### config.mk
export PLATFORM = sky130hd
export DESIGN_NAME = rtb_timebase
export DESIGN_NICKNAME = d
export VERILOG_FILES = /design/src/rtl/rtb_pkg.sv /design/src/rtl/rtb_timebase.sv /design/src/rtl/rtb_prescaler.sv /design/src/rtl/rtb_axil.sv
export VERILOG_INCLUDE_DIRS = /design/src /design/src/rtl
export SDC_FILE = /design/constraint.sdc
export NUM_CORES = 1
export LEC_CHECK = 0
export BUFFER_PORTS_ARGS = -buffer_cell sky130_fd_sc_hd__buf_2
export CAP_MARGIN = 20
export CORE_MARGIN = 2
export CORE_UTILIZATION = 54
export DETAILED_ROUTE_END_ITERATION = 6
export GPL_TIMING_DRIVEN = 0
export HOLD_SLACK_MARGIN = 0.06
export PLACE_DENSITY_LB_ADDON = 0.12
export RECOVER_POWER = 25
export SETUP_SLACK_MARGIN = 0.3
export SYNTH_ARGS = -nofsm -noshare
export SYNTH_HDL_FRONTEND = slang
export SYNTH_SLANG_ARGS = --single-unit
export TNS_END_PERCENT = 5
### constraint.sdc
create_clock -name SYS_CLK -period 4.3 [get_ports SYS_CLK]
set_input_delay 0 -clock SYS_CLK [delete_from_list [all_inputs] [get_ports SYS_CLK]]
set_output_delay 0 -clock SYS_CLK [all_outputs]
set_load 0.01 [all_outputs]
### src/rtl/rtb_map.svh
/*
  Constants of the time-base block: register indices, field positions,
  reset values and prescaler ratios.
  Assumes inclusion by bare name; holds definitions only.
*/
`ifndef RTB_MAP_SVH
`define RTB_MAP_SVH
// ****************************************
// register indices, byte address is four times
// ****************************************
`define RTB_IDX_SIS   8'h25
`define RTB_IDX_TBC   8'h26
`define RTB_IDX_IST   8'h30
`define RTB_IDX_IMK   8'h31
// ****************************************
// fields and reset values
// ****************************************
`define RTB_OIF_BIT   0
`define RTB_OIE_BIT   1
`define RTB_TB_LSB    2
`define RTB_TB_MSB    3
`define RTB_TBC_RST   8'h00
`define RTB_EV_OVF    0
`define RTB_EV_WAKE   1
`define RTB_EV_W      2
// ****************************************
// prescaler ratios and bus answers
// ****************************************
`define RTB_CNT_W     18
`define RTB_DIV0      16000
`define RTB_DIV1      32000
`define RTB_DIV2      80000
`define RTB_DIV3      200000
`define RTB_RESP_OK   2'h0
`define RTB_RESP_ERR  2'h2
`endif

### src/rtl/rtb_pkg.sv
/*
  Types of the time-base block.
  Assumes nothing beyond a SystemVerilog compiler.
*/
package rtb_pkg;
  // cpu power state, one-hot
  typedef enum logic [3:0] {
    PWR_RUN   = 4'h1,
    PWR_WAIT  = 4'h2,
    PWR_AHALT = 4'h4,
    PWR_HALT  = 4'h8
  } rtb_pwr_t;
endpackage : rtb_pkg

### src/rtl/rtb_timebase.sv
/*
  Real-time base: prescaler, control/status register, power-state
  tracking and interrupt. Assumes the cpu gives one-cycle pulses for
  its wait and halt instructions and for other halt wake-up sources.
*/
// Implementation choice: the AXI4-Lite slave port.
`timescale 1ns/100ps
`default_nettype none
`include "rtb_map.svh"
module rtb_timebase #(
  parameter int DIV_00 = `RTB_DIV0, // ratio for code 00
  parameter int DIV_01 = `RTB_DIV1, // ratio for code 01
  parameter int DIV_10 = `RTB_DIV2, // ratio for code 10
  parameter int DIV_11 = `RTB_DIV3  // ratio for code 11
) (
  input  wire logic        SYS_CLK,       // 40 MHz clock
  input  wire logic        SRST,          // sync reset, high
  input  wire logic [7:0]  S_AXI_AWADDR,  // write address
  input  wire logic        S_AXI_AWVALID, // write address valid
  output logic             S_AXI_AWREADY, // write address ready
  input  wire logic [31:0] S_AXI_WDATA,   // write data
  input  wire logic [3:0]  S_AXI_WSTRB,   // byte enables
  input  wire logic        S_AXI_WVALID,  // write data valid
  output logic             S_AXI_WREADY,  // write data ready
  output logic [1:0]       S_AXI_BRESP,   // write response
  output logic             S_AXI_BVALID,  // write response valid
  input  wire logic        S_AXI_BREADY,  // write response ready
  input  wire logic [7:0]  S_AXI_ARADDR,  // read address
  input  wire logic        S_AXI_ARVALID, // read address valid
  output logic             S_AXI_ARREADY, // read address ready
  output logic [31:0]      S_AXI_RDATA,   // read data
  output logic [1:0]       S_AXI_RRESP,   // read response
  output logic             S_AXI_RVALID,  // read data valid
  input  wire logic        S_AXI_RREADY,  // read data ready
  input  wire logic        CPU_WAIT_REQ,  // wait instruction pulse
  input  wire logic        CPU_HALT_REQ,  // halt instruction pulse
  input  wire logic        EXT_WAKE,      // other halt wake source
  output logic [3:0]       PWR_STATE,     // one-hot power state
  output logic             TICK_IRQ,      // tick request to cpu
  output logic             IRQ            // masked event interrupt
);
  // ****************************************
  // declarations
  // ****************************************
  localparam logic [7:0] A_SIS = 8'({`RTB_IDX_SIS, 2'b00});
  localparam logic [7:0] A_TBC = 8'({`RTB_IDX_TBC, 2'b00});
  localparam logic [7:0] A_IST = 8'({`RTB_IDX_IST, 2'b00});
  localparam logic [7:0] A_IMK = 8'({`RTB_IDX_IMK, 2'b00});

  rtb_pkg::rtb_pwr_t     pwr_r;
  rtb_pkg::rtb_pwr_t     pwr_nxt;
  logic [1:0]            tb_r;
  logic                  oie_r;
  logic                  oif_r;
  logic [`RTB_EV_W-1:0]  ist_r;
  logic [`RTB_EV_W-1:0]  imk_r;
  logic [`RTB_EV_W-1:0]  ev;
  logic                  pre_en;
  logic                  tick;
  logic [`RTB_CNT_W-1:0] cnt;
  logic [1:0]            act_sel;
  logic                  frozen;
  logic                  wr;
  logic [7:0]            wr_addr;
  logic [31:0]           wr_data;
  logic [3:0]            wr_strb;
  logic                  wr_err;
  logic                  rd;
  logic [7:0]            rd_addr;
  logic [31:0]           rd_data;
  logic                  rd_err;
  logic                  tbc_wr;
  logic                  tbc_rd;
  logic                  wake_ev;

  // ****************************************
  // bus slave and prescaler
  // ****************************************
  rtb_axil u_bus (
    .clk       (SYS_CLK),
    .srst      (SRST),
    .awaddr    (S_AXI_AWADDR),
    .awvalid   (S_AXI_AWVALID),
    .awready   (S_AXI_AWREADY),
    .wdata     (S_AXI_WDATA),
    .wstrb     (S_AXI_WSTRB),
    .wvalid    (S_AXI_WVALID),
    .wready    (S_AXI_WREADY),
    .bresp     (S_AXI_BRESP),
    .bvalid    (S_AXI_BVALID),
    .bready    (S_AXI_BREADY),
    .araddr    (S_AXI_ARADDR),
    .arvalid   (S_AXI_ARVALID),
    .arready   (S_AXI_ARREADY),
    .rdata     (S_AXI_RDATA),
    .rresp     (S_AXI_RRESP),
    .rvalid    (S_AXI_RVALID),
    .rready    (S_AXI_RREADY),
    .wr_o      (wr),
    .wr_addr_o (wr_addr),
    .wr_data_o (wr_data),
    .wr_strb_o (wr_strb),
    .wr_err_i  (wr_err),
    .rd_o      (rd),
    .rd_addr_o (rd_addr),
    .rd_data_i (rd_data),
    .rd_err_i  (rd_err)
  );

  // counter halts only in full halt
  assign pre_en = (pwr_r != rtb_pkg::PWR_HALT);

  rtb_prescaler #(
    .D0 (`RTB_CNT_W'(DIV_00)),
    .D1 (`RTB_CNT_W'(DIV_01)),
    .D2 (`RTB_CNT_W'(DIV_10)),
    .D3 (`RTB_CNT_W'(DIV_11))
  ) u_pre (
    .clk       (SYS_CLK),
    .srst      (SRST),
    .en        (pre_en),
    .sel_i     (tb_r),
    .tick_o    (tick),
    .cnt_o     (cnt),
    .act_sel_o (act_sel)
  );

  // ****************************************
  // register access decode
  // ****************************************
  // control/status register access is frozen while the cpu sleeps in halt
  assign frozen = (pwr_r == rtb_pkg::PWR_AHALT) || (pwr_r == rtb_pkg::PWR_HALT);
  assign tbc_wr = wr && (wr_addr & 8'hfc) == A_TBC && wr_strb[0] && !frozen;
  assign tbc_rd = rd && (rd_addr & 8'hfc) == A_TBC && !frozen;

  // write address check
  always_comb begin
    if ((wr_addr & 8'hfc) == A_SIS) begin
      wr_err = 1'b0;
    end else if ((wr_addr & 8'hfc) == A_TBC) begin
      wr_err = 1'b0;
    end else if ((wr_addr & 8'hfc) == A_IST) begin
      wr_err = 1'b0;
    end else if ((wr_addr & 8'hfc) == A_IMK) begin
      wr_err = 1'b0;
    end else begin
      wr_err = 1'b1;
    end
  end

  // read data mux, upper bits zero
  always_comb begin
    rd_data = 32'h0;
    rd_err  = 1'b0;
    if ((rd_addr & 8'hfc) == A_SIS) begin
      rd_data = 32'h0;
    end else if ((rd_addr & 8'hfc) == A_TBC) begin
      rd_data[`RTB_TB_MSB:`RTB_TB_LSB] = tb_r;
      rd_data[`RTB_OIE_BIT]            = oie_r;
      rd_data[`RTB_OIF_BIT]            = oif_r;
    end else if ((rd_addr & 8'hfc) == A_IST) begin
      rd_data[`RTB_EV_W-1:0] = ist_r;
    end else if ((rd_addr & 8'hfc) == A_IMK) begin
      rd_data[`RTB_EV_W-1:0] = imk_r;
    end else begin
      rd_err = 1'b1;
    end
  end

  // ****************************************
  // control/status register
  // ****************************************
  // period code and enable, written by software
  always_ff @(posedge SYS_CLK) begin
    if (SRST) begin
      tb_r  <= 2'(`RTB_TBC_RST >> `RTB_TB_LSB);
      oie_r <= 1'(`RTB_TBC_RST >> `RTB_OIE_BIT);
    end else if (tbc_wr) begin
      tb_r  <= wr_data[`RTB_TB_MSB:`RTB_TB_LSB];
      oie_r <= wr_data[`RTB_OIE_BIT];
    end
  end

  // overflow flag: set by tick, cleared by read, set wins
  always_ff @(posedge SYS_CLK) begin
    if (SRST) begin
      oif_r <= 1'b0;
    end else if (tick) begin
      oif_r <= 1'b1;
    end else if (tbc_rd) begin
      oif_r <= 1'b0;
    end
  end

  // tick request only while enabled
  assign TICK_IRQ = oie_r && oif_r;

  // ****************************************
  // power state tracking
  // ****************************************
  // next power state from cpu requests and wake sources
  always_comb begin
    pwr_nxt = pwr_r;
    case (pwr_r)
      rtb_pkg::PWR_RUN: begin
        if (CPU_HALT_REQ) begin
          pwr_nxt = oie_r ? rtb_pkg::PWR_AHALT : rtb_pkg::PWR_HALT;
        end else if (CPU_WAIT_REQ) begin
          pwr_nxt = rtb_pkg::PWR_WAIT;
        end
      end
      rtb_pkg::PWR_WAIT: begin
        if (TICK_IRQ || EXT_WAKE) begin
          pwr_nxt = rtb_pkg::PWR_RUN;
        end
      end
      rtb_pkg::PWR_AHALT: begin
        if (TICK_IRQ || EXT_WAKE) begin
          pwr_nxt = rtb_pkg::PWR_RUN;
        end
      end
      rtb_pkg::PWR_HALT: begin
        if (EXT_WAKE) begin
          pwr_nxt = rtb_pkg::PWR_RUN;
        end
      end
      default: pwr_nxt = rtb_pkg::PWR_RUN;
    endcase
  end

  // power state register
  always_ff @(posedge SYS_CLK) begin
    if (SRST) begin
      pwr_r <= rtb_pkg::PWR_RUN;
    end else begin
      pwr_r <= pwr_nxt;
    end
  end

  assign PWR_STATE = pwr_r;

  // ****************************************
  // event interrupt
  // ****************************************
  assign wake_ev = (pwr_r != rtb_pkg::PWR_RUN) && (pwr_nxt == rtb_pkg::PWR_RUN) && TICK_IRQ;
  assign ev      = {wake_ev, tick};

  // sticky status bits, write one to clear, set wins
  generate
    for (genvar i = 0; i < `RTB_EV_W; i++) begin : g_ev
      always_ff @(posedge SYS_CLK) begin
        if (SRST) begin
          ist_r[i] <= 1'b0;
        end else if (ev[i]) begin
          ist_r[i] <= 1'b1;
        end else if (wr && (wr_addr & 8'hfc) == A_IST && wr_strb[0] && wr_data[i]) begin
          ist_r[i] <= 1'b0;
        end
      end
    end
  endgenerate

  // mask register
  always_ff @(posedge SYS_CLK) begin
    if (SRST) begin
      imk_r <= '0;
    end else if (wr && (wr_addr & 8'hfc) == A_IMK && wr_strb[0]) begin
      imk_r <= wr_data[`RTB_EV_W-1:0];
    end
  end

  assign IRQ = |(ist_r & imk_r);

  // ****************************************
  // checks
  // ****************************************
  logic [`RTB_CNT_W-1:0] gap_r;
  logic [`RTB_CNT_W-1:0] div_act;

  // cycles of advance since last period end
  always_ff @(posedge SYS_CLK) begin
    if (SRST || tick) begin
      gap_r <= 18'h0;
    end else if (pre_en) begin
      gap_r <= gap_r + 18'h1;
    end
  end

  // ratio in force for the running period
  always_comb begin
    case (act_sel)
      2'h0:    div_act = `RTB_CNT_W'(DIV_00);
      2'h1:    div_act = `RTB_CNT_W'(DIV_01);
      2'h2:    div_act = `RTB_CNT_W'(DIV_10);
      default: div_act = `RTB_CNT_W'(DIV_11);
    endcase
  end
endmodule : rtb_timebase
`default_nettype wire

### src/rtl/rtb_prescaler.sv
/*
  Prescaler of the time base: divides the clock by one of four ratios.
  Assumes en is high in every cycle the counter may advance.
*/
`timescale 1ns/100ps
`default_nettype none
`include "rtb_map.svh"
module rtb_prescaler #(
  parameter logic [`RTB_CNT_W-1:0] D0 = 18'h0,
  parameter logic [`RTB_CNT_W-1:0] D1 = 18'h0,
  parameter logic [`RTB_CNT_W-1:0] D2 = 18'h0,
  parameter logic [`RTB_CNT_W-1:0] D3 = 18'h0
) (
  input  wire logic                  clk,       // system clock
  input  wire logic                  srst,      // sync reset
  input  wire logic                  en,        // advance enable
  input  wire logic [1:0]            sel_i,     // requested ratio
  output logic                       tick_o,    // period end pulse
  output logic [`RTB_CNT_W-1:0]      cnt_o,     // current count
  output logic [1:0]                 act_sel_o  // ratio in use
);
  logic [`RTB_CNT_W-1:0] cnt_r;
  logic [1:0]            act_r;
  logic [`RTB_CNT_W-1:0] term;

  // terminal count of the ratio in use
  always_comb begin
    case (act_r)
      2'h0:    term = D0 - 18'h1;
      2'h1:    term = D1 - 18'h1;
      2'h2:    term = D2 - 18'h1;
      default: term = D3 - 18'h1;
    endcase
  end

  assign tick_o    = en && (cnt_r == term);
  assign cnt_o     = cnt_r;
  assign act_sel_o = act_r;

  // count, restart and pick up a new ratio at period end
  always_ff @(posedge clk) begin
    if (srst) begin
      cnt_r <= 18'h0;
      act_r <= 2'h0;
    end else if (tick_o) begin
      cnt_r <= 18'h0;
      act_r <= sel_i;
    end else if (en) begin
      cnt_r <= cnt_r + 18'h1;
    end
  end
endmodule : rtb_prescaler
`default_nettype wire

### src/rtl/rtb_axil.sv
/*
  AXI4-Lite slave front end: turns bus transfers into one-cycle
  register strobes. Assumes the register file answers in the same cycle.
*/
`timescale 1ns/100ps
`default_nettype none
`include "rtb_map.svh"
module rtb_axil (
  input  wire logic        clk,       // system clock
  input  wire logic        srst,      // sync reset
  input  wire logic [7:0]  awaddr,    // write address
  input  wire logic        awvalid,   // write address valid
  output logic             awready,   // write address ready
  input  wire logic [31:0] wdata,     // write data
  input  wire logic [3:0]  wstrb,     // byte enables
  input  wire logic        wvalid,    // write data valid
  output logic             wready,    // write data ready
  output logic [1:0]       bresp,     // write response
  output logic             bvalid,    // write response valid
  input  wire logic        bready,    // write response ready
  input  wire logic [7:0]  araddr,    // read address
  input  wire logic        arvalid,   // read address valid
  output logic             arready,   // read address ready
  output logic [31:0]      rdata,     // read data
  output logic [1:0]       rresp,     // read response
  output logic             rvalid,    // read data valid
  input  wire logic        rready,    // read data ready
  output logic             wr_o,      // register write strobe
  output logic [7:0]       wr_addr_o, // write address held
  output logic [31:0]      wr_data_o, // write data held
  output logic [3:0]       wr_strb_o, // byte enables held
  input  wire logic        wr_err_i,  // write address unmapped
  output logic             rd_o,      // register read strobe
  output logic [7:0]       rd_addr_o, // read address held
  input  wire logic [31:0] rd_data_i, // read data of register
  input  wire logic        rd_err_i   // read address unmapped
);
  logic aw_have_r;
  logic w_have_r;
  logic rd_pend_r;

  assign awready = !aw_have_r && !bvalid;
  assign wready  = !w_have_r && !bvalid;
  assign arready = !rd_pend_r && !rvalid;
  assign wr_o    = aw_have_r && w_have_r;
  assign rd_o    = rd_pend_r;

  // write side: capture address and data in either order
  always_ff @(posedge clk) begin
    if (srst) begin
      aw_have_r <= 1'b0;
      w_have_r  <= 1'b0;
      wr_addr_o <= 8'h0;
      wr_data_o <= 32'h0;
      wr_strb_o <= 4'h0;
      bvalid    <= 1'b0;
      bresp     <= `RTB_RESP_OK;
    end else begin
      if (awvalid && awready) begin
        aw_have_r <= 1'b1;
        wr_addr_o <= awaddr;
      end
      if (wvalid && wready) begin
        w_have_r  <= 1'b1;
        wr_data_o <= wdata;
        wr_strb_o <= wstrb;
      end
      if (wr_o) begin
        aw_have_r <= 1'b0;
        w_have_r  <= 1'b0;
        bvalid    <= 1'b1;
        bresp     <= wr_err_i ? `RTB_RESP_ERR : `RTB_RESP_OK;
      end else if (bvalid && bready) begin
        bvalid <= 1'b0;
      end
    end
  end

  // read side: address, one strobe cycle, then data
  always_ff @(posedge clk) begin
    if (srst) begin
      rd_pend_r <= 1'b0;
      rd_addr_o <= 8'h0;
      rvalid    <= 1'b0;
      rdata     <= 32'h0;
      rresp     <= `RTB_RESP_OK;
    end else if (arvalid && arready) begin
      rd_pend_r <= 1'b1;
      rd_addr_o <= araddr;
    end else if (rd_pend_r) begin
      rd_pend_r <= 1'b0;
      rvalid    <= 1'b1;
      rdata     <= rd_data_i;
      rresp     <= rd_err_i ? `RTB_RESP_ERR : `RTB_RESP_OK;
    end else if (rvalid && rready) begin
      rvalid <= 1'b0;
    end
  end
endmodule : rtb_axil
`default_nettype wire

Word-level counts from Yosys, hierarchy flattened
Cells that the tools add are included.
{"block": "classes", "add_sub_neg": 1, "eq_ne": 18, "n_mux": 33, "n_bitwise": 2, "n_reduce_logical": 44}
{"op": "$pmux 18 s3", "count": 1}
{"op": "$eq 6x6->1 const B", "count": 8}
{"op": "$logic_and 1x1->1", "count": 24}
{"op": "$mux 4", "count": 6}
{"op": "$mux 1", "count": 19}
{"op": "$add 18x1->18 const B", "count": 1}
{"op": "$eq 18x18->1", "count": 1}
{"op": "$mux 2", "count": 6}
{"op": "$pmux 4 s3", "count": 1}
{"op": "$reduce_bool 2->1", "count": 5}
{"op": "$eq 4x1->1 const B", "count": 2}
{"op": "$reduce_or 2->1", "count": 4}
{"op": "$logic_not 1->1", "count": 6}
{"op": "$eq 4x2->1 const B", "count": 1}
{"op": "$eq 4x3->1 const B", "count": 1}
{"op": "$eq 4x4->1 const B", "count": 1}
{"op": "$ne 4x1->1 const B", "count": 1}
{"op": "$ne 4x4->1 const B", "count": 1}
{"op": "$reduce_and 2->1", "count": 2}
{"op": "$and 2x2->2", "count": 1}
{"op": "$eq 2x1->1 const B", "count": 1}
{"op": "$eq 2x2->1 const B", "count": 1}
{"op": "$logic_not 2->1", "count": 1}
{"op": "$logic_or 1x1->1", "count": 2}
{"op": "$not 1->1", "count": 1}
{"block": "word_totals", "reg_bits": 66, "in_bits": 62, "output_inout_bits": 47, "wordCells": 119}

Logic depth before layout (Yosys ltp)
Gate-level depths: netlist (run 1).
{"block": "depth", "ltp_word": 8, "ltp_mapped": 8, "ltp_nobuf": 5}

By module
Synthesis (run 1) repeated with hierarchy kept, for this count alone.
{"block": "unflattened", "cells_unflattened": 588, "hier_area_um2": 5735.5}
{"module": "rtb_axil", "instances": 1, "cells_per_inst": 363, "area_per_inst_um2": 3787.4, "seq_area_each_um2": 1821.7}
{"module": "rtb_prescaler", "instances": 1, "cells_per_inst": 139, "area_per_inst_um2": 1171.1, "seq_area_each_um2": 400.4}
{"module": "rtb_timebase", "instances": 1, "cells_per_inst": 86, "area_per_inst_um2": 777.0, "seq_area_each_um2": 240.2}

Worst setup path after synthesis (run 1)
Ideal clock, no wire load.
{"block": "synth_timing", "path_type": "register -> register", "from": "register pwr_r[2], in the netlist PWR_STATE[2]", "to": "register u_pre.cnt_r[15], in the netlist u_pre.cnt_o[15]", "setup_time_ps": 62, "arrival_ps": 1707, "required_time_ps": 4238, "setup_slack_ps": 2531, "path_stages_with_launch": 9, "path_buffers": 3, "period_less_slack_ps": 1769, "cell_sequence": "dfxtp_1 -> buf_6 -> or4b_4 -> buf_6 -> nand4_4 -> a211o_4 -> o21ai_4 -> buf_6 -> nor2_2"}
{"block": "synth_via", "elab_chain_cells": 3}
{"element": "start, declared", "line_no": "rtb_timebase.sv:50", "rtl": "rtb_pkg::rtb_pwr_t pwr_r;"}
{"element": "start signal, assigned", "line_no": "rtb_timebase.sv:234", "rtl": "pwr_r <= rtb_pkg::PWR_RUN;"}
{"element": "start signal, assigned", "line_no": "rtb_timebase.sv:236", "rtl": "pwr_r <= pwr_nxt;"}
{"element": "$ne 4x4->1 *", "line_no": "rtb_timebase.sv:111", "rtl": "assign pre_en = (pwr_r != rtb_pkg::PWR_HALT);"}
{"element": "$logic_and 1x1->1", "line_no": "rtb_prescaler.sv:36", "rtl": "assign tick_o = en && (cnt_r == term);"}
{"element": "$reduce_or 2->1 (no source line)"}
{"element": "end signal, assigned", "line_no": "rtb_prescaler.sv:49", "rtl": "cnt_r <= cnt_r + 18'h1;"}
{"element": "end, declared", "line_no": "rtb_prescaler.sv:22", "rtl": "logic [`RTB_CNT_W-1:0] cnt_r;"}
Mark *: on every way between the ends. The rest lies on a longest branch, timed or not.
A chain may end at the register's enable or synchronous reset.

Worst setup path after layout (run 1)
{"block": "layout_timing", "from": "register oie_r", "to": "register pwr_r[0], in the netlist PWR_STATE[0]"}
{"block": "layout_via", "elab_chain_cells": 4}
{"element": "start, declared", "line_no": "rtb_timebase.sv:53", "rtl": "logic oie_r;"}
{"element": "start signal, assigned", "line_no": "rtb_timebase.sv:177", "rtl": "oie_r <= 1'(`RTB_TBC_RST >> `RTB_OIE_BIT);"}
{"element": "start signal, assigned", "line_no": "rtb_timebase.sv:180", "rtl": "oie_r <= wr_data[`RTB_OIE_BIT];"}
{"element": "$logic_and 1x1->1", "line_no": "rtb_timebase.sv:196", "rtl": "assign TICK_IRQ = oie_r && oif_r;"}
{"element": "$logic_or 1x1->1", "line_no": "rtb_timebase.sv:213, rtb_timebase.sv:218"}
{"element": "$mux 4", "line_no": "rtb_timebase.sv:213, rtb_timebase.sv:218"}
{"element": "$pmux 4 s3", "line_no": "rtb_timebase.sv:204", "rtl": "case (pwr_r)"}
No other way between the ends.

==> reports/metrics.cfg, run 1 <==
[setup_path]
startpoint_type=register
path_class=register to register
cp_max_fo=6
r2r_setup_slack_ps=2170
endpoint_kind=register
r2r-start=oie_r
crit_arrival_ps=2350
cp.required_ps=4520
reg2regPathDepth=6
reg2reg_to=PWR_STATE[0]

[floorplanning]
die_area_um2=6350
die_y_um=79.7
die_x_um=79.7
start_util_pct=56.1
fp-row-count=27
io_pins=109
coreArea_um2=5510

[timing]
post-route-min-period_ps=2130
drv_slew=0
fin_skew_ps=7.06
relSlewSlack_pct=36.1
grt_setup_unrepaired=false
max_freq_mhz=469
hold_ws_ps=370
fin_crit_sh_pct=49.6
hold_violations=0
setup_violations=0
fin_setup_tns_ps=0
worst_slew_pin_slew_ps=946

[detailed_routing]
viasPerCell=4.94
drtPass1Iterations=4
remaining_drc_errors=0
ant_nets=0
drtIter0Drc=159
vias=2677
wl_um=6680
wl_per_cell_um=12.3

[logic_synthesis]
netlist_instances=357
synth.distinct_cells=53
synth-seq-cells=60
synthFlopType=dfxtp_1
synth_edf_count=0
syn_area_per_cell_um2=8.66
syn_area_um2=3090
ys_warn_count=0
seq_area_frac_synth_pct=38.9
synthArstFlopShare_pct=0

[cts]
cts.sinks=60
cts_inserted_buffers=9
cts_setup_buffers=0
clk_latency_ps=340
cts_tree=yes
path_clk_slew_ps=60
h-tree-depth=3
cts_buffer_depth=2
clockRootBuffer=clkbuf_8

[min_path]
min_to=u_bus.aw_have_r
hold_depth=5
holdCritStartpoint=S_AXI_AWVALID
hold_path_class=input port to register

[global_routing]
grt_max_degree=11
grt_pass1_vias=2461
grt_use_total_pct=22.3
use_met1_pct=27.9
gr-total-overflow=0
grt_util_met2_pct=37.1
use_met3_pct=3.85
antenna_found_initial=0
grt_pass1_wl_um=11000
busiest_layer=met2

[status]
status=finished, final reports clean

[job]
maxCapViolCount=0

[place]
io_buffers=42
place.gp.congestion=0.801
hpwl_um=4720

[finish]
area_growth_syn_to_layout_pct=26.4
drive_gt1_share_pct=20.2
fillers=467
diodes=0
fin_nets=528

[power]
cellLeakagePower_nw=1.63
power_density_nw_per_um2=309
ir_drop_v=0.000270

==> sequential cells by signal, indices dropped and copies added, names as in the netlist <==
register and cells:
PWR_STATE 4, imk_r 2, ist_r 2, oie_r 1, oif_r 1, tb_r 2
u_bus.aw_have_r 1, u_bus.bresp 1, u_bus.bvalid 1, u_bus.rd_addr_o 6, u_bus.rd_o 1, u_bus.rdata 4
u_bus.rresp 1, u_bus.rvalid 1, u_bus.w_have_r 1, u_bus.wr_addr_o 6, u_bus.wr_data_o 4, u_bus.wr_strb_o 1
u_pre.act_sel_o 2, u_pre.cnt_o 18
==> where the power goes <==
group | leakage, nW | internal [W] | total (W) | switching [W]
Combinational | 1.05 | 0.0000873 | 0.000169 | 0.0000814
Clock | 0.0954 | 0.000218 | 0.000436 | 0.000218
Sequential | 0.488 | 0.000578 | 0.000602 | 0.0000235
Total | 1.63 | 0.000884 | 0.00121 | 0.000323
==> layer usage <==
metal  routed length [µm]  vias up
met5                    0        -
met4                  120        0
met3                  300        9
met2                 3160       60
met1                 3100     1227
li1                     -     1381
==> metrics by stage <==
step | util (%) | instance area, µm² | power (W) | cells | worst slack (ps)
final | 71.0 | 3910 | 0.00121 | 542 | 2170
after global routing | 71.0 | 3910 | 0.00126 | 542 | 1910
after CTS | 71.3 | 3930 | 0.00122 | 542 | 2180
after detailed placement | 63.6 | 3500 | 0.000762 | 500 | 2370
after global placement | 63.6 | 3500 | 0.000758 | 500 | 2380
after floorplan | - | 3200 | 0.000721 | 386 | 2530
==> critical path: stages, from the launching register on <==
cell	delay (ps)
dfxtp_1	370
a211oi_1	490
mux2i_1	140
o21a_1	190
o21ai_0	130
o311ai_0	140
dlygate4sd3_1	570
==> synthesized netlist by cell type (4+ instances only) <==
master,instances,share of area (%)
nand3_1,11,1.8
dfxtp_1,60,39
nor3_1,10,1.6
nor2_1,50,6.1
clkbuf_1,11,1.3
nand2b_1,8,1.6
nand4_1,5,1.0
inv_1,9,1.1
xnor2_1,14,4.0
a21oi_1,20,3.2
nand3b_1,4,0.97
o21ai_0,9,1.5
xor2_1,6,1.7
nor4b_1,5,1.4
buf_4,30,7.3
nand2_1,18,2.2
nor2_2,9,1.8
and2_1,5,1.0
nor2b_1,6,1.2
mux2i_1,22,7.1
==> cell usage in the layout (no fill, tap or decap), drive strengths merged, types with 8 or more instances in the layout <==
cell type	synthesis	routed
inv	9	9
nor2	60	60
buf	36	62
a21oi	20	20
nand2	18	18
clkbuf	11	37
nor3	10	10
conb	1	30
dfxtp	60	60
o21ai	10	10
nand2b	8	8
dlygate4sd3	0	26
mux2i	22	22
xnor2	14	14
nand3	11	11
==> logic make-up (layout without fill, tap and decap cells) <==
family | Yosys count | in the layout | share of synthesized area [%]
AND/OR/NAND/NOR | 150 | 150 | 26.2
flip-flops | 60 | 60 | 38.9
buffers and inverters | 56 | 140 | 11.3
AO/OA/AOI/OAI | 47 | 47 | 10.4
multiplexers | 22 | 22 | 7.12
XOR/XNOR | 20 | 20 | 5.67
adder cells (fa/ha/maj) | 1 | 1 | 0.405
other | 1 | 30 | 0.121
==> cell type report <==
class	count	area (µm²)	area share [%]
multi-input combinational	270	1650	42.2
sequential	60	1200	30.7
timing repair buffer	68	450	11.5
buffer	47	315	8.07
clock buffer	10	138	3.52
tap	72	90.1	2.30
inverter	9	33.8	0.864
clock inverter	6	30.0	0.768
==> worst max path at each step <==
stage | startpoint | to | slack [ps] | cells after the start
3_5_place_dp | PWR_STATE[1] | u_pre.cnt_o[13] | 2370 | 8
4_1_cts | oie_r | PWR_STATE[0] | 2180 | 6
2_1_floorplan | PWR_STATE[2] | u_pre.cnt_o[15] | 2530 | 8
3_3_place_gp | PWR_STATE[1] | u_pre.cnt_o[8] | 2380 | 8
6_report | oie_r | PWR_STATE[0] | 2170 | 6
5_1_grt | oie_r | PWR_STATE[0] | 1910 | 6
==> what timing repair did <==
item	in CTS	in global routing
setup endpoints to repair	0	0
hold endpoints to repair	25	0
resized for setup	0	0
hold buffers	26	0
Power figures use the tool's default switching activity.
==> run 2, diff against run 1 <==
- CORE_UTILIZATION: 54 -> 45
- clock period: 4.3 -> 1.7 ns (I/O delays scaled with it)
==> reports/metrics.cfg, run 2 (synthesis results as in run 1) <==
[status]
status=finished with violations
violations=negative setup slack

[cts]
clockRootBuffer=clkbuf_8
path_clk_slew_ps=70  ; about the same
cts_inserted_buffers=9  ; unchanged
cts_tree=yes
h-tree-depth=3  ; unchanged
clk_latency_ps=340  ; about the same
cts.sinks=60  ; unchanged
cts_buffer_depth=2  ; unchanged

[power]
power_density_nw_per_um2=768  ; +150%
ir_drop_v=0.000475  ; +76%
cellLeakagePower_nw=1.77  ; +8.6%

[timing]
hold_violations=0  ; unchanged
setup_violations=18  ; +18
hold_ws_ps=71.0  ; -299 ps
fin_crit_sh_pct=104  ; +55 points
grt_setup_unrepaired=true
fin_ws_ps=-70.0  ; -2240 ps
worst_slew_pin_slew_ps=595  ; -351 ps
relSlewSlack_pct=60.3  ; +24 points
post-route-min-period_ps=1770  ; -361 ps
fin_skew_ps=11.5  ; +4.41 ps
max_freq_mhz=565  ; +20%
fin_setup_tns_ps=-682  ; -682 ps
drv_slew=0  ; unchanged

[global_routing]
grt_pass1_wl_um=11600  ; +5.5%
grt_pass1_vias=2501  ; +1.6%
gr-total-overflow=0  ; unchanged
grt_use_total_pct=19.7  ; -2.6 points
grt_max_degree=12  ; +1
antenna_found_initial=0  ; unchanged

[finish]
fin_nets=540  ; +2.3%
finalNonFillerCells=562  ; +3.7%
diodes=0  ; unchanged
largest_reg_flops=18  ; unchanged
fin_area_um2=4320  ; +11%
area_growth_syn_to_layout_pct=39.7
final_cell_mix=nor2_1, dfxtp_1, buf_4
fillers=616  ; +32%
drive_gt1_share_pct=33.4  ; +13 points
final_common_cell=nor2_1

[detailed_routing]
remaining_drc_errors=0  ; unchanged
viasPerCell=4.93  ; -0.21%
wl_um=7300  ; +9.3%
vias=2770  ; +3.5%
wl_per_cell_um=13.0  ; +5.5%
ant_nets=0  ; unchanged
drtPass1Iterations=4  ; unchanged
drtIter0Drc=100  ; -37%

[setup_path]
crit_arrival_ps=2010  ; -340 ps
max_stage_delay_ps=530  ; -40 ps
startpoint_type=register
cp.required_ps=1940  ; -2580 ps
cp_max_fo=6  ; unchanged
cpMostUsedCell=buf_6
endpoint_kind=register
critPathSlowestCell=or4b_4
path_class=register to register
crit_chain=buf_6, or4b_4, buf_8, nand4_4, buf_6, nand2b_4, xor2_1, nor2_2

[floorplanning]
die_x_um=86.9  ; +9.1%
die_area_um2=7550  ; +19%
coreArea_um2=6720  ; +22%
io_pins=109  ; unchanged
die_y_um=86.9  ; +9.1%
fp-row-count=30  ; +11%
start_util_pct=46.0  ; -10 points

[min_path]
hold_path_class=input port to register

[job]
maxCapViolCount=0  ; unchanged

[place]
post-place-ws_ps=-211  ; -2580 ps
place.gp.congestion=0.794  ; -0.91%
place_inst=508  ; +1.6%
hpwl_um=4700  ; -0.42%
placed_cell_area_um2=3530  ; +0.93%
io_buffers=42  ; unchanged

run 2: power by group:
part	leakage (nW)	total, W	switching [W]	internal (W)
combinational	1.18	0.000482	0.000223	0.000259
sequential	0.494	0.00153	0.0000693	0.00147
clock	0.0983	0.00130	0.000588	0.000713
run 2: critical path: cells and delay by family, from the launching register on:
kind,cells,cell delay (ps)
xor gates and xnor gates,1,170
and+or+nand+nor,4,760
buffers and inverters,3,400
DFF,1,330
run 2: through the flow:
stage	util, %	total power (W)
2_1_floorplan	-	0.00183
3_3_place_gp	52.6	0.00193
3_5_place_dp	52.6	0.00193
4_1_cts	62.8	0.00331
5_1_grt	64.3	0.00346
6_report	64.3	0.00332
run 2: repair_timing:
| item | CTS | global route |
|---|---|---|
| hold buffers | 23 | 0 |
| endpoints found under the hold margin | 24 | 0 |
| resized for setup | 36 | 35 |
| gates cloned | 2 | 0 |
| endpoints found under the setup margin | 46 | 44 |
| setup buffers | 9 | 4 |
| pin swaps | 13 | 13 |
run 2: final timing paths:
| check | slack [ps] | from | to | cells past startpoint |
|---|---|---|---|---|
| setup / recovery | -70 | PWR_STATE[1] | u_pre.cnt_o[8] | 8 |
| hold / removal | 70 | SRST | u_pre.act_sel_o[1] | 2 |
| hold reg to reg | 480 | u_bus.rresp[1] | u_bus.rresp[1] | 2 |
| setup reg to reg | -70 | PWR_STATE[1] | u_pre.cnt_o[8] | 8 |
run 2: area by class of cell:
class	count	area, µm²	area share (%)
multi-input cells	271	1830	42.5
clock buffers	10	138	3.19
plain buffers	47	359	8.31
repair buffers	79	568	13.1
inverters	9	33.8	0.782
clock inverters	6	63.8	1.48
flip-flops and latches	60	1220	28.3
well taps	80	100	2.32
run 2: per-layer routing:
metal	wire length, µm	track usage (%)	part of all wire, %	vias to the layer above
met5	0	0	0	-
met4	117	8.10	1.6	0
met3	314	3.98	4.3	11
met2	3630	32.8	50	64
met1	3240	24.8	44	1282
li1	-	-	-	1413
==> run 3, diff against run 2 <==
- CORE_UTILIZATION: 45 -> 52
- SYNTH_HIERARCHICAL: default -> 1
==> reports/metrics.cfg, run 3 <==
[cts]
cts_inserted_buffers=9  ; unchanged
h-tree-depth=3  ; unchanged
path_clk_slew_ps=90  ; +20 ps
clk_latency_ps=350  ; about the same
cts_tree=yes
cts_buffer_depth=2  ; unchanged
clockRootBuffer=clkbuf_8
cts.sinks=88  ; +47%

[timing]
grt_setup_unrepaired=true
worst_slew_pin_slew_ps=583  ; -12.0 ps
hold_violations=0  ; unchanged
drv_slew=0  ; unchanged
max_freq_mhz=499  ; -12%
fin_skew_ps=9.87  ; -1.60 ps
fin_setup_tns_ps=-3920  ; -3240 ps
setup_violations=20  ; +2
fin_ws_ps=-302  ; -232 ps
fin_crit_sh_pct=118  ; +14 points
relSlewSlack_pct=60.9  ; +0.59 points
post-route-min-period_ps=2000  ; +232 ps
hold_ws_ps=180  ; +109 ps

[setup_path]
cp_max_fo=8  ; +2
critPathSlowestCell=or4_4
startpoint_type=register
cp.required_ps=1990  ; +50 ps
endpoint_kind=register
crit_chain=buf_6, or4_4, o211ai_2, nand4_4, buf_4, nor3_4, mux2i_1
crit_arrival_ps=2290  ; +280 ps
path_class=register to register
max_stage_delay_ps=530  ; about the same

[detailed_routing]
wl_per_cell_um=12.8  ; -1.4%
drtIter0Drc=119  ; +19%
drtPass1Iterations=5  ; +1
wl_met3_um=351  ; +12%
met2_length_um=4270  ; +18%
wl_um=8850  ; +21%
highest_layer=met4
remaining_drc_errors=0  ; unchanged
ant_nets=0  ; unchanged
wl_met1_um=4100  ; +26%
vias=3461  ; +25%
viasPerCell=5.01  ; +1.6%

[floorplanning]
io_pins=109  ; unchanged
fp-row-count=32  ; +6.7%
start_util_pct=54.1  ; +8.1 points
die_y_um=94.1  ; +8.3%
coreArea_um2=7810  ; +16%
die_x_um=94.1  ; +8.3%
die_area_um2=8860  ; +17%

[global_routing]
grt_max_degree=18  ; +6
grt_pass1_vias=3259  ; +30%
grt_pass1_wl_um=14700  ; +27%
antenna_found_initial=0  ; unchanged
grt_use_total_pct=20.7  ; +1.0 points
gr-total-overflow=0  ; unchanged

[power]
power_density_nw_per_um2=810  ; +5.4%
ir_drop_v=0.000641  ; +35%
power.switching_w=0.00117  ; +33%
p_sw_share_pct=27.0  ; +0.45 points
pwr-share-comb_pct=13.2  ; -1.3 points
pwr-share-seq_pct=51.7  ; +5.4 points
internal_power_w=0.00317  ; +30%
cellLeakagePower_nw=2.15  ; +22%
p_clk_share_pct=35.1  ; -4.1 points

[place]
io_buffers=71  ; +69%
place.gp.congestion=0.872  ; +9.7%
hpwl_um=6090  ; +30%
place_inst=647  ; +27%
placed_cell_area_um2=4830  ; +37%

[finish]
diodes=0  ; unchanged
finalNonFillerCells=691  ; +23%
area_growth_syn_to_layout_pct=26.8
final_common_cell=dfxtp_1
top_register=u_bus/rdata
fin_nets=647  ; +20%
drive_gt1_share_pct=20.9  ; -13 points
fin_area_um2=5350  ; +24%
final_cell_mix=dfxtp_1, mux2i_1, buf_2
fillers=659  ; +7.0%
largest_reg_flops=32  ; +14
finish.utilization_pct=68.6  ; +4.3 points
multiInputGateArea_um2=2310  ; +26%
register_area_um2=1770  ; +45%

[logic_synthesis]
syn_area_per_cell_um2=9.47  ; +9.3%
netlist_instances=446  ; +25%
ys_warn_count=6  ; +6
syn_area_um2=4220  ; +37%

[status]
violations=negative setup slack
status=finished with violations

[job]
maxCapViolCount=0  ; unchanged

[min_path]
hold_path_class=input port to register

## run 3: cell type report
type / instances / area share [%]
sequential: 88 / 33.1
inverter: 14 / 0.982
buffer: 39 / 5.40
clock inverter: 7 / 1.66
clock buffer: 9 / 2.31
tap: 102 / 2.38
timing repair buffer: 99 / 11.0
multi-input combinational: 333 / 43.2
## run 3: power by group through the flow
stage	clock (W)	sequential, W	combinational (W)
6_report	0.00152	0.00224	0.000571
5_1_grt	0.00166	0.00225	0.000631
4_1_cts	0.00157	0.00224	0.000577
3_5_place_dp	0	0.00229	0.000529
3_3_place_gp	0	0.00228	0.000518
2_1_floorplan	0	0.00229	0.000366
## run 3: final timing paths
check                     start                 end  slack [ps]  depth (start not counted)
max              u_pre/cnt_o[7]  u_pre/act_sel_o[0]        -300                          7
min                S_AXI_WVALID      u_bus/w_have_r         180                          4
max reg2reg      u_pre/cnt_o[7]  u_pre/act_sel_o[0]        -300                          7
min reg2reg  u_bus/rd_addr_o[7]  u_bus/rd_addr_o[7]         480                          2
## run 3: repair_timing
action,in CTS,in global routing
cloned,1,0
setup endpoints to repair,26,30
setup buffers,0,3
pin swaps,7,7
hold endpoints to repair,28,0
hold buffers,24,0
gates resized for setup,13,8
## run 3: layer usage
metal | vias to the layer above | track usage, %
li1 | 1773 | -
met1 | 1599 | 27.0
met2 | 77 | 33.8
met3 | 12 | 5.38
met4 | 0 | 5.80
met5 | - | 0
## run 3: worst max-delay path: cells and delay by family (launching register included)
kind,cells,cell delay [ps]
simple gates,3,960
mux,1,220
flops,1,320
compound gates,1,110
buf+inv,2,330
## run 3: stage by stage
step,worst slack (ps),power (W)
3_5_place_dp,-283,0.00282
2_1_floorplan,-129,0.00266
5_1_grt,-390,0.00454
4_1_cts,-243,0.00438
3_3_place_gp,-262,0.00280
6_report,-302,0.00433
